## src/verilog/port_mux_pkg.sv

```systemverilog
// Constants for the port pin-function multiplexer.
// Assumes a single core clock and a synchronous active-low reset.
package port_mux_pkg;
    localparam int unsigned PORT_W = 8;
    localparam int unsigned NIB_W = 4;
    localparam int unsigned ADDR_W = 16;
    // Bit positions on the fourth port
    localparam int unsigned P3_RXD = 0;
    localparam int unsigned P3_TXD = 1;
    localparam int unsigned P3_IRQ0 = 2;
    localparam int unsigned P3_IRQ1 = 3;
    localparam int unsigned P3_CNT0 = 4;
    localparam int unsigned P3_CNT1 = 5;
    localparam int unsigned P3_WRS = 6;
    localparam int unsigned P3_RDS = 7;
    // Bit positions on the second and extra ports
    localparam int unsigned P1_CNT2 = 0;
    localparam int unsigned P1_RLD2 = 1;
    localparam int unsigned P4_IRQ2 = 2;
    localparam int unsigned P4_IRQ3 = 3;
    // Latch values after reset
    localparam logic [7:0] LATCH_RST = 8'hff;
    localparam logic [3:0] NIB_RST = 4'hf;
    // Default top of internal program memory
    localparam logic [15:0] INT_CODE_TOP = 16'h3fff;
endpackage

```

## src/verilog/port_pin_function_mux.sv

```systemverilog
// Pin-function multiplexer for the five general ports and external bus.
// Assumes the core supplies port latches, bus cycle requests and strobes
// on i_clk; pins arrive asynchronously and are synchronised here.
`timescale 1ns/1ps

// How it works
// Low port drives address/data during external cycles
// Otherwise low port outputs only pull low
// High port drives upper address, both ways
// Fourth port pull-up I/O with alternates
// Fourth bits 0/1 serial receive, transmit
// Fourth bits 2/3 external interrupts zero, one
// Fourth bits 4/5 timer zero/one counts
// Fourth bits 6/7 write, read strobes
// Extra nibble port, bits 2/3 interrupts
// Separate 64K code and data spaces
// Second bits 0/1 timer two inputs
// Internal code hidden when access pin high
// Program strobe only for external code
// Alternates need port latch bit one
module port_pin_function_mux #(
    parameter logic [15:0] CODE_TOP = port_mux_pkg::INT_CODE_TOP
) (
    input wire logic i_clk,
    input wire logic i_reset_n,
    input wire logic [7:0] i_p0_latch,
    input wire logic [7:0] i_p1_latch,
    input wire logic [7:0] i_p2_latch,
    input wire logic [7:0] i_p3_latch,
    input wire logic [3:0] i_p4_latch,
    input wire logic i_code_req,
    input wire logic i_data_req,
    input wire logic i_data_wr,
    input wire logic [15:0] i_bus_addr,
    input wire logic [7:0] i_bus_wdata,
    input wire logic i_addr_phase,
    input wire logic i_strobe_phase,
    input wire logic i_serial_tx,
    input wire logic i_external_access_pin,
    input wire logic [7:0] i_p0_pin,
    input wire logic [7:0] i_p1_pin,
    input wire logic [7:0] i_p2_pin,
    input wire logic [7:0] i_p3_pin,
    input wire logic [3:0] i_p4_pin,
    output logic [7:0] o_p0_out,
    output logic [7:0] o_p0_oe,
    output logic [7:0] o_p1_out,
    output logic [7:0] o_p1_oe,
    output logic [7:0] o_p2_out,
    output logic [7:0] o_p2_oe,
    output logic [7:0] o_p3_out,
    output logic [7:0] o_p3_oe,
    output logic [3:0] o_p4_out,
    output logic [3:0] o_p4_oe,
    output logic o_program_store_strobe_n,
    output logic o_code_external,
    output logic [7:0] o_p0_in,
    output logic [7:0] o_p1_in,
    output logic [7:0] o_p2_in,
    output logic [7:0] o_p3_in,
    output logic [3:0] o_p4_in,
    output logic o_serial_rx,
    output logic o_ext_irq_zero_pin,
    output logic o_ext_irq_one_pin,
    output logic o_ext_irq_two_pin,
    output logic o_ext_irq_three_pin,
    output logic o_timer_zero_count_pin,
    output logic o_timer_one_count_pin,
    output logic o_timer_two_count_pin,
    output logic o_timer_two_reload_pin
);
    logic [36:0] s1_r, s1_nxt, s2_r, s2_nxt;
    logic [7:0] p0_out_r, p0_out_nxt, p0_oe_r, p0_oe_nxt;
    logic [7:0] p2_out_r, p2_out_nxt, p2_oe_r, p2_oe_nxt;
    logic [7:0] p1_out_r, p1_out_nxt, p1_oe_r, p1_oe_nxt;
    logic [7:0] p3_out_r, p3_out_nxt, p3_oe_r, p3_oe_nxt;
    logic [3:0] p4_out_r, p4_out_nxt, p4_oe_r, p4_oe_nxt;
    logic program_store_strobe_n_r, program_store_strobe_n_nxt, ext_r, ext_nxt;
    logic ea_sync, code_ext, bus_busy;
    logic [7:0] in0, in1, in2, in3;
    logic [3:0] in4;

    // Weak pull-up ports: drive a low for a latch zero, drive a short
    // high only on a 0->1 change; otherwise the pull-up holds the pin.
    function automatic logic [7:0] pull_oe(input logic [7:0] v,
                                           input logic [7:0] prev);
        pull_oe = ~v | (v & ~prev);
    endfunction

    if (CODE_TOP == 16'h0000) begin
        $error("CODE_TOP must be nonzero");
    end

    // Pins pass two flops before anything reads them
    always_comb begin
        s1_nxt = {i_external_access_pin, i_p4_pin, i_p3_pin, i_p2_pin,
                  i_p1_pin, i_p0_pin};
        s2_nxt = s1_r;
    end

    assign ea_sync = s2_r[36];
    assign in4 = s2_r[35:32];
    assign in3 = s2_r[31:24];
    assign in2 = s2_r[23:16];
    assign in1 = s2_r[15:8];
    assign in0 = s2_r[7:0];

    // internal code hidden
    assign code_ext = ~ea_sync | (i_bus_addr > CODE_TOP);
    // code and data spaces
    assign bus_busy = (i_code_req & code_ext) | i_data_req;

    always_comb begin
        p0_out_nxt = i_p0_latch;
        p0_oe_nxt = ~i_p0_latch;
        p2_out_nxt = i_p2_latch;
        p2_oe_nxt = pull_oe(i_p2_latch, p2_out_r);
        ext_nxt = i_code_req & code_ext;
        program_store_strobe_n_nxt = 1'b1;
        // open-drain low only
        if (!bus_busy) begin
            p0_out_nxt = i_p0_latch;
            p0_oe_nxt = ~i_p0_latch;
        end else begin
            // upper address strong
            p2_out_nxt = i_bus_addr[15:8];
            p2_oe_nxt = 8'hff;
            // strong address/data
            if (i_addr_phase) begin
                p0_out_nxt = i_bus_addr[7:0];
                p0_oe_nxt = 8'hff;
            end else if (i_data_req && i_data_wr) begin
                p0_out_nxt = i_bus_wdata;
                p0_oe_nxt = 8'hff;
            end else begin
                p0_out_nxt = 8'h00;
                p0_oe_nxt = 8'h00;
            end
            // strobe external code only
            program_store_strobe_n_nxt = ~(i_code_req & code_ext & i_strobe_phase);
        end
    end

    always_comb begin
        logic [7:0] v3;
        logic [7:0] v4;
        v3 = i_p3_latch;
        v4 = pull_oe({4'h0, i_p4_latch}, {4'h0, p4_out_r});
        // serial transmit gated
        v3[port_mux_pkg::P3_TXD] = i_p3_latch[port_mux_pkg::P3_TXD]
                                   & i_serial_tx;
        // data memory strobes
        v3[port_mux_pkg::P3_WRS] = i_p3_latch[port_mux_pkg::P3_WRS]
            & ~(i_data_req & i_data_wr & i_strobe_phase);
        v3[port_mux_pkg::P3_RDS] = i_p3_latch[port_mux_pkg::P3_RDS]
            & ~(i_data_req & ~i_data_wr & i_strobe_phase);
        // pull-up port
        p3_out_nxt = v3;
        p3_oe_nxt = pull_oe(v3, p3_out_r);
        p1_out_nxt = i_p1_latch;
        p1_oe_nxt = pull_oe(i_p1_latch, p1_out_r);
        // nibble port
        p4_out_nxt = i_p4_latch;
        p4_oe_nxt = v4[3:0];
    end

    always_ff @(posedge i_clk) begin
        if (!i_reset_n) begin
            s1_r <= '1;
            s2_r <= '1;
            p0_out_r <= port_mux_pkg::LATCH_RST;
            p0_oe_r <= 8'h00;
            p1_out_r <= port_mux_pkg::LATCH_RST;
            p1_oe_r <= 8'h00;
            p2_out_r <= port_mux_pkg::LATCH_RST;
            p2_oe_r <= 8'h00;
            p3_out_r <= port_mux_pkg::LATCH_RST;
            p3_oe_r <= 8'h00;
            p4_out_r <= port_mux_pkg::NIB_RST;
            p4_oe_r <= 4'h0;
            program_store_strobe_n_r <= 1'b1;
            ext_r <= 1'b0;
        end else begin
            s1_r <= s1_nxt;
            s2_r <= s2_nxt;
            p0_out_r <= p0_out_nxt;
            p0_oe_r <= p0_oe_nxt;
            p1_out_r <= p1_out_nxt;
            p1_oe_r <= p1_oe_nxt;
            p2_out_r <= p2_out_nxt;
            p2_oe_r <= p2_oe_nxt;
            p3_out_r <= p3_out_nxt;
            p3_oe_r <= p3_oe_nxt;
            p4_out_r <= p4_out_nxt;
            p4_oe_r <= p4_oe_nxt;
            program_store_strobe_n_r <= program_store_strobe_n_nxt;
            ext_r <= ext_nxt;
        end
    end

    assign o_p0_out = p0_out_r;
    assign o_p0_oe = p0_oe_r;
    assign o_p1_out = p1_out_r;
    assign o_p1_oe = p1_oe_r;
    assign o_p2_out = p2_out_r;
    assign o_p2_oe = p2_oe_r;
    assign o_p3_out = p3_out_r;
    assign o_p3_oe = p3_oe_r;
    assign o_p4_out = p4_out_r;
    assign o_p4_oe = p4_oe_r;
    assign o_program_store_strobe_n = program_store_strobe_n_r;
    assign o_code_external = ext_r;
    assign o_p0_in = in0;
    assign o_p1_in = in1;
    assign o_p2_in = in2;
    assign o_p3_in = in3;
    assign o_p4_in = in4;

    // inputs gated by latch one; a zero latch forces idle high, or low on the count inputs
    // so a driven-low pin never looks like an event.
    assign o_serial_rx = in3[port_mux_pkg::P3_RXD]
                         | ~i_p3_latch[port_mux_pkg::P3_RXD];
    // interrupt zero/one inputs
    assign o_ext_irq_zero_pin = in3[port_mux_pkg::P3_IRQ0]
                                | ~i_p3_latch[port_mux_pkg::P3_IRQ0];
    assign o_ext_irq_one_pin = in3[port_mux_pkg::P3_IRQ1]
                               | ~i_p3_latch[port_mux_pkg::P3_IRQ1];
    // timer count inputs
    assign o_timer_zero_count_pin = in3[port_mux_pkg::P3_CNT0]
                                    & i_p3_latch[port_mux_pkg::P3_CNT0];
    assign o_timer_one_count_pin = in3[port_mux_pkg::P3_CNT1]
                                   & i_p3_latch[port_mux_pkg::P3_CNT1];
    // interrupt two/three inputs
    assign o_ext_irq_two_pin = in4[port_mux_pkg::P4_IRQ2]
                               | ~i_p4_latch[port_mux_pkg::P4_IRQ2];
    assign o_ext_irq_three_pin = in4[port_mux_pkg::P4_IRQ3]
                                 | ~i_p4_latch[port_mux_pkg::P4_IRQ3];
    // timer two inputs
    assign o_timer_two_count_pin = in1[port_mux_pkg::P1_CNT2]
                                   & i_p1_latch[port_mux_pkg::P1_CNT2];
    assign o_timer_two_reload_pin = in1[port_mux_pkg::P1_RLD2]
                                    | ~i_p1_latch[port_mux_pkg::P1_RLD2];

    // Assertions
    open_drain_a:
    assert property (@(posedge i_clk) disable iff (!i_reset_n)
        !$past(bus_busy) |-> ((p0_oe_r & p0_out_r) == 8'h00))
        else $error("low port drove high outside bus cycle");
    addr_strong_a:
    assert property (@(posedge i_clk) disable iff (!i_reset_n)
        (bus_busy && i_addr_phase) |=> (p0_oe_r == 8'hff
            && p0_out_r == $past(i_bus_addr[7:0])))
        else $error("low address not driven strongly");
    high_addr_a:
    assert property (@(posedge i_clk) disable iff (!i_reset_n)
        bus_busy |=> (p2_oe_r == 8'hff
            && p2_out_r == $past(i_bus_addr[15:8])))
        else $error("upper address not driven");
    program_store_strobe_int_a:
    assert property (@(posedge i_clk) disable iff (!i_reset_n)
        (i_code_req && !code_ext) |=> program_store_strobe_n_r)
        else $error("program strobe on internal fetch");
    ea_hide_a:
    assert property (@(posedge i_clk) disable iff (!i_reset_n)
        (ea_sync && i_bus_addr <= CODE_TOP && !i_data_req)
            |=> (p2_oe_r != 8'hff || p2_out_r == $past(i_p2_latch)))
        else $error("internal code leaked to bus");
    wr_strobe_a:
    assert property (@(posedge i_clk) disable iff (!i_reset_n)
        (i_data_req && i_data_wr && i_strobe_phase)
            |=> !p3_out_r[port_mux_pkg::P3_WRS])
        else $error("write strobe missing");
    latch_gate_a:
    assert property (@(posedge i_clk) disable iff (!i_reset_n)
        !i_p3_latch[port_mux_pkg::P3_CNT0] |-> !o_timer_zero_count_pin)
        else $error("count input not gated by latch");
    irq_two_a:
    assert property (@(posedge i_clk) disable iff (!i_reset_n)
        (i_p4_latch[port_mux_pkg::P4_IRQ2] && !in4[port_mux_pkg::P4_IRQ2])
            |-> !o_ext_irq_two_pin)
        else $error("interrupt two not passed");
    tx_a:
    assert property (@(posedge i_clk) disable iff (!i_reset_n)
        !i_serial_tx |=> !p3_out_r[port_mux_pkg::P3_TXD])
        else $error("transmit not driven");
    ext_fetch_c: cover property (@(posedge i_clk) disable iff (!i_reset_n)
        i_code_req && code_ext && i_strobe_phase ##1 !program_store_strobe_n_r);
    data_rd_c: cover property (@(posedge i_clk) disable iff (!i_reset_n)
        i_data_req && !i_data_wr && i_strobe_phase);
    gpio_c: cover property (@(posedge i_clk) disable iff (!i_reset_n)
        !bus_busy ##1 p0_oe_r != 8'h00);
endmodule

```

## config.mk

```make
export PLATFORM = sky130hd
export DESIGN_NAME = port_pin_function_mux
export DESIGN_NICKNAME = d
export VERILOG_FILES = /design/src/verilog/port_mux_pkg.sv /design/src/verilog/port_pin_function_mux.sv
export SDC_FILE = /design/constraint.sdc
export NUM_CORES = 1
export LEC_CHECK = 0
export ABC_AREA = 1
export BUFFER_PORTS_ARGS = -buffer_cell sky130_fd_sc_hd__buf_2
export CAP_MARGIN = 40
export CORE_MARGIN = 2
export CORE_UTILIZATION = 38
export CTS_CLUSTER_DIAMETER = 40
export DETAILED_ROUTE_END_ITERATION = 10
export PLACE_DENSITY_LB_ADDON = 0.25
export SETUP_SLACK_MARGIN = 0.02
export SLEW_MARGIN = 0
export SYNTH_ARGS = -nofsm -noshare
export SYNTH_HDL_FRONTEND = slang
export SYNTH_SLANG_ARGS = --single-unit
```

## constraint.sdc

```tcl
create_clock -name i_clk -period 0.9 [get_ports i_clk]
set_input_delay 0.09 -clock i_clk [delete_from_list [all_inputs] [get_ports i_clk]]
set_output_delay 0.09 -clock i_clk [all_outputs]
set_load 0.05 [all_outputs]
```

==> summary.txt <==
Logic synthesis
  – Largest area contributor in the netlist: dfxtp_1
  – Most common cell in the synthesized netlist: dfxtp_1
  – Yosys warning count: 0
  – Synth top cells by count: 148 x dfxtp_1, 60 x nand2_1, 60 x or2_2, 41 x nand3_1, 38 x buf_4
  – Gate Count Post-Synth: 477
  – Yosys reg bits: 148
  – Mean Syn Cell Area: 10.01 sq um
  – Ys async rst share: 0
  – Synth top area share: 0.6202
  – Top cells by area, synth: dfxtp_1 62%, or2_2 7.9%, buf_4 6.0%, nand2_1 4.7%, nand3_1 4.3%
  – Post-Syn Area: 4777 sq um
  – Largest family of logic cells by synthesized area: simple AND/OR/NAND/NOR gates
  – Library cells used by synthesis: 18
  – Main synth FF type: dfxtp_1
  – Multiplexer share of the synthesized area: 0
  – Compound-Gate Fraction of Synth Area: 0.04924
  – Syn Nets: 582
  – Xor-xnor portion of the synthesized cell area: 0
  – Post-synthesis simple-gate area fraction: 0.2182
  – Sequential-to-total area share from yosys stat: 0.6202
  – Count of flip-flops with a built-in enable after synthesis: 0
  – Area share of fa/ha/maj cells after synthesis: 0

Clock tree
  – Worst-Skew Late Latency: 410 ps
  – Clk slew on worst S/H paths: 60 ps
  – Root buffer cell: clkbuf_16
  – CTS tree: built
  – CTS sink cnt: 148
  – TritonCTS Buffers: 17
  – Longest Clk Path Bufs: 2
  – Htree depth: 4

Setup path
  – R2R cell count: 6
  – R2R Path Start: s2_r[36]
  – CP Data Required Time: 810 ps
  – CP arrival: 1140 ps
  – Crit-path max FO: 2
  – Worst r2r dst: o_p0_oe[5]
  – Crit end category: output port
  – Critical path class: reg -> out
  – Setup crit start kind: flop
  – Reg2Reg Setup Slack: -230 ps

Pwr
  – Leak: 4.191 nW
  – VDD IR max: 1.936 mV
  – Power Density: 1985 nW/um^2
  – Power Total: 18.98 mW

STA
  – Worst slew pin tran: 514.0 ps
  – Minimum clock period: 1226 ps
  – Final setup margin: -326.2 ps
  – Fin. max-slew vios: 0
  – Slew margin rel.: 0.6537
  – Final Hold Vio Count: 0
  – Worst Skew: 7.975 ps
  – Endpoints failing setup: 154
  – Fmax: 815.6 MHz
  – Fin crit share: 1.362
  – RSZ-0062 raised after global routing: yes

GRT
  – GR Overflow Total: 0
  – Vias in the first global route: 4801
  – Largest net degree at the start of global routing: 52
  – Total track usage: 0.2435
  – Initial antenna violation count: 1
  – First-pass GRT wire length: 24540 microns

Drt
  – Antenna Nets Post-Route: 0
  – Drt wl/cell: 19.58 microns
  – First-pass detailed-route iteration total: 5
  – Final wirelength: 18960 microns
  – Iter 0 DRT Violations: 276
  – Via density: 4.759
  – Drc violations: 0
  – Via count: 4607

Min path
  – HP Class: in -> reg
  – Hold path depth: 3
  – HP Start: i_reset_n
  – Worst hold endpoint: o_p3_out[2]

Floorplan
  – Die H: 116.1 microns
  – Rows: 40
  – Die width: 116.1 microns
  – Area of the core: 12160 sq um
  – Area of the die: 13480 sq um
  – Initial Util: 0.3928
  – I/O Pins: 224

Outcome
  – Failing checks: negative setup slack
  – Outcome: finished, violations left

Placed design
  – Place WS: -208.9 ps
  – Routability Congestion: 0.8161
  – HPWL after DPL: 7874 microns
  – Inst Count DP: 819
  – Port Buffer Count: 223

Layout
  – Area grow syn2layout: 100.1%
  – Fin nets: 891
  – Layout cells sized above 1: 0.6796
  – Non-Filler Instances: 968
  – Fill cells: 623

Job
  – Max Cap Viol: 0
==> registers in the layout (all words and copies together) (netlist names), 8 cells and up <==
register,cells
o_p1_oe,8
o_p1_out,8
s2_r,37
o_p2_out,8
o_p3_out,8
o_p0_out,8
o_p0_oe,8
o_p2_oe,8
o_p3_oe,8
s1_r,37
==> worst max-delay path, stage by stage (launching register included) <==
cell     delay [ps]
dfxtp_2         330
or2_4           240
buf_8           150
==> cells in the final DEF, fill, tap and decap left out, types with 4 or more instances in the layout <==
cell type      netlist  layout
a21oi_1             25      17
a21oi_2              0       5
buf_12               0       6
buf_2                6     104
buf_4               38      16
buf_6                8      11
buf_8                0     112
bufinv_16            0       5
clkbuf_16            0      17
clkinv_2             0       4
dfxtp_1            148      37
dfxtp_2              0     108
dlygate4sd3_1        0      94
inv_1               25      23
inv_2                3       5
nand2_1             60      40
nand2_2              1      11
nand2_4              2       9
nand2_8              0       6
nand3_2              0      22
nand3_4              0      18
o21ai_0             15      11
o21ai_2              4       8
or2_1               31      31
or2_2               60      54
or2_4                0       6
==> through the flow <==
step / setup TNS (ps) / instance area [sq um] / hold slack, ps / util
global route: -22670 / 9560 / 68.52 / 0.7861
finish: -17750 / 9560 / 74.02 / 0.7861
detailed placement: -4503 / 5814 / 271.6 / 0.4781
CTS: -16320 / 9051 / 13.45 / 0.7442
global placement: -3854 / 5814 / 269.6 / 0.4781
floorplan: -124.3 / 4795 / 158.7 / -
==> power by group <==
part           internal (mW)  leakage [nW]  switching, mW  total (mW)
logic                   1.72          2.65           2.16        3.88
registers               7.00          1.22          0.263        7.26
clock network           5.07         0.323           2.77        7.83
total                   13.8          4.19           5.19        19.0
==> kinds of logic after synthesis <==
kind of cell           Yosys count
AO/OA/AOI/OAI                   44
buffers and inverters           87
flip-flops                     148
AND/OR/NAND/NOR                198
==> metal layers <==
metal,GRT usage,vias to the layer above,share of wire
met5,0,-,0
met4,0.1476,0,0.055
met3,0.07732,84,0.087
met2,0.4460,307,0.50
met1,0.2394,2138,0.35
li1,-,2078,-
==> worst max-delay path by stage <==
stage                         from                   to  depth (start not counted)
floorplan                 s2_r[36]           o_p2_oe[3]                          6
CTS                       s2_r[26]   o_ext_irq_zero_pin                          2
global route              s2_r[27]    o_ext_irq_one_pin                          2
global placement    i_bus_addr[14]           o_p0_oe[3]                          7
detailed placement  i_bus_addr[14]           o_p2_oe[2]                          7
finish                    s2_r[35]  o_ext_irq_three_pin                          2
==> cell type report <==
class                   instances  area, sq um  share of cell area
clock buffers                  19        452.9             0.04738
repair buffers                346         3590              0.3755
multi-input cells             245         1887              0.1974
inverters                      28        105.1             0.01099
flip-flops and latches        148         3109              0.3252
clock inverters                13        203.9             0.02133
diodes                          1        2.502           0.0002617
well taps                     168        210.2             0.02199
==> what timing repair did <==
| action | CTS | global route |
|---|---|---|
| hold buffers | 94 | 0 |
| resized for setup | 479 | 102 |
| endpoints found under the hold margin | 107 | 0 |
| cloned | 6 | 0 |
| setup buffers | 7 | 9 |
| endpoints found under the setup margin | 152 | 154 |
| pin swaps | 36 | 14 |
Power figures use the tool's default switching activity.
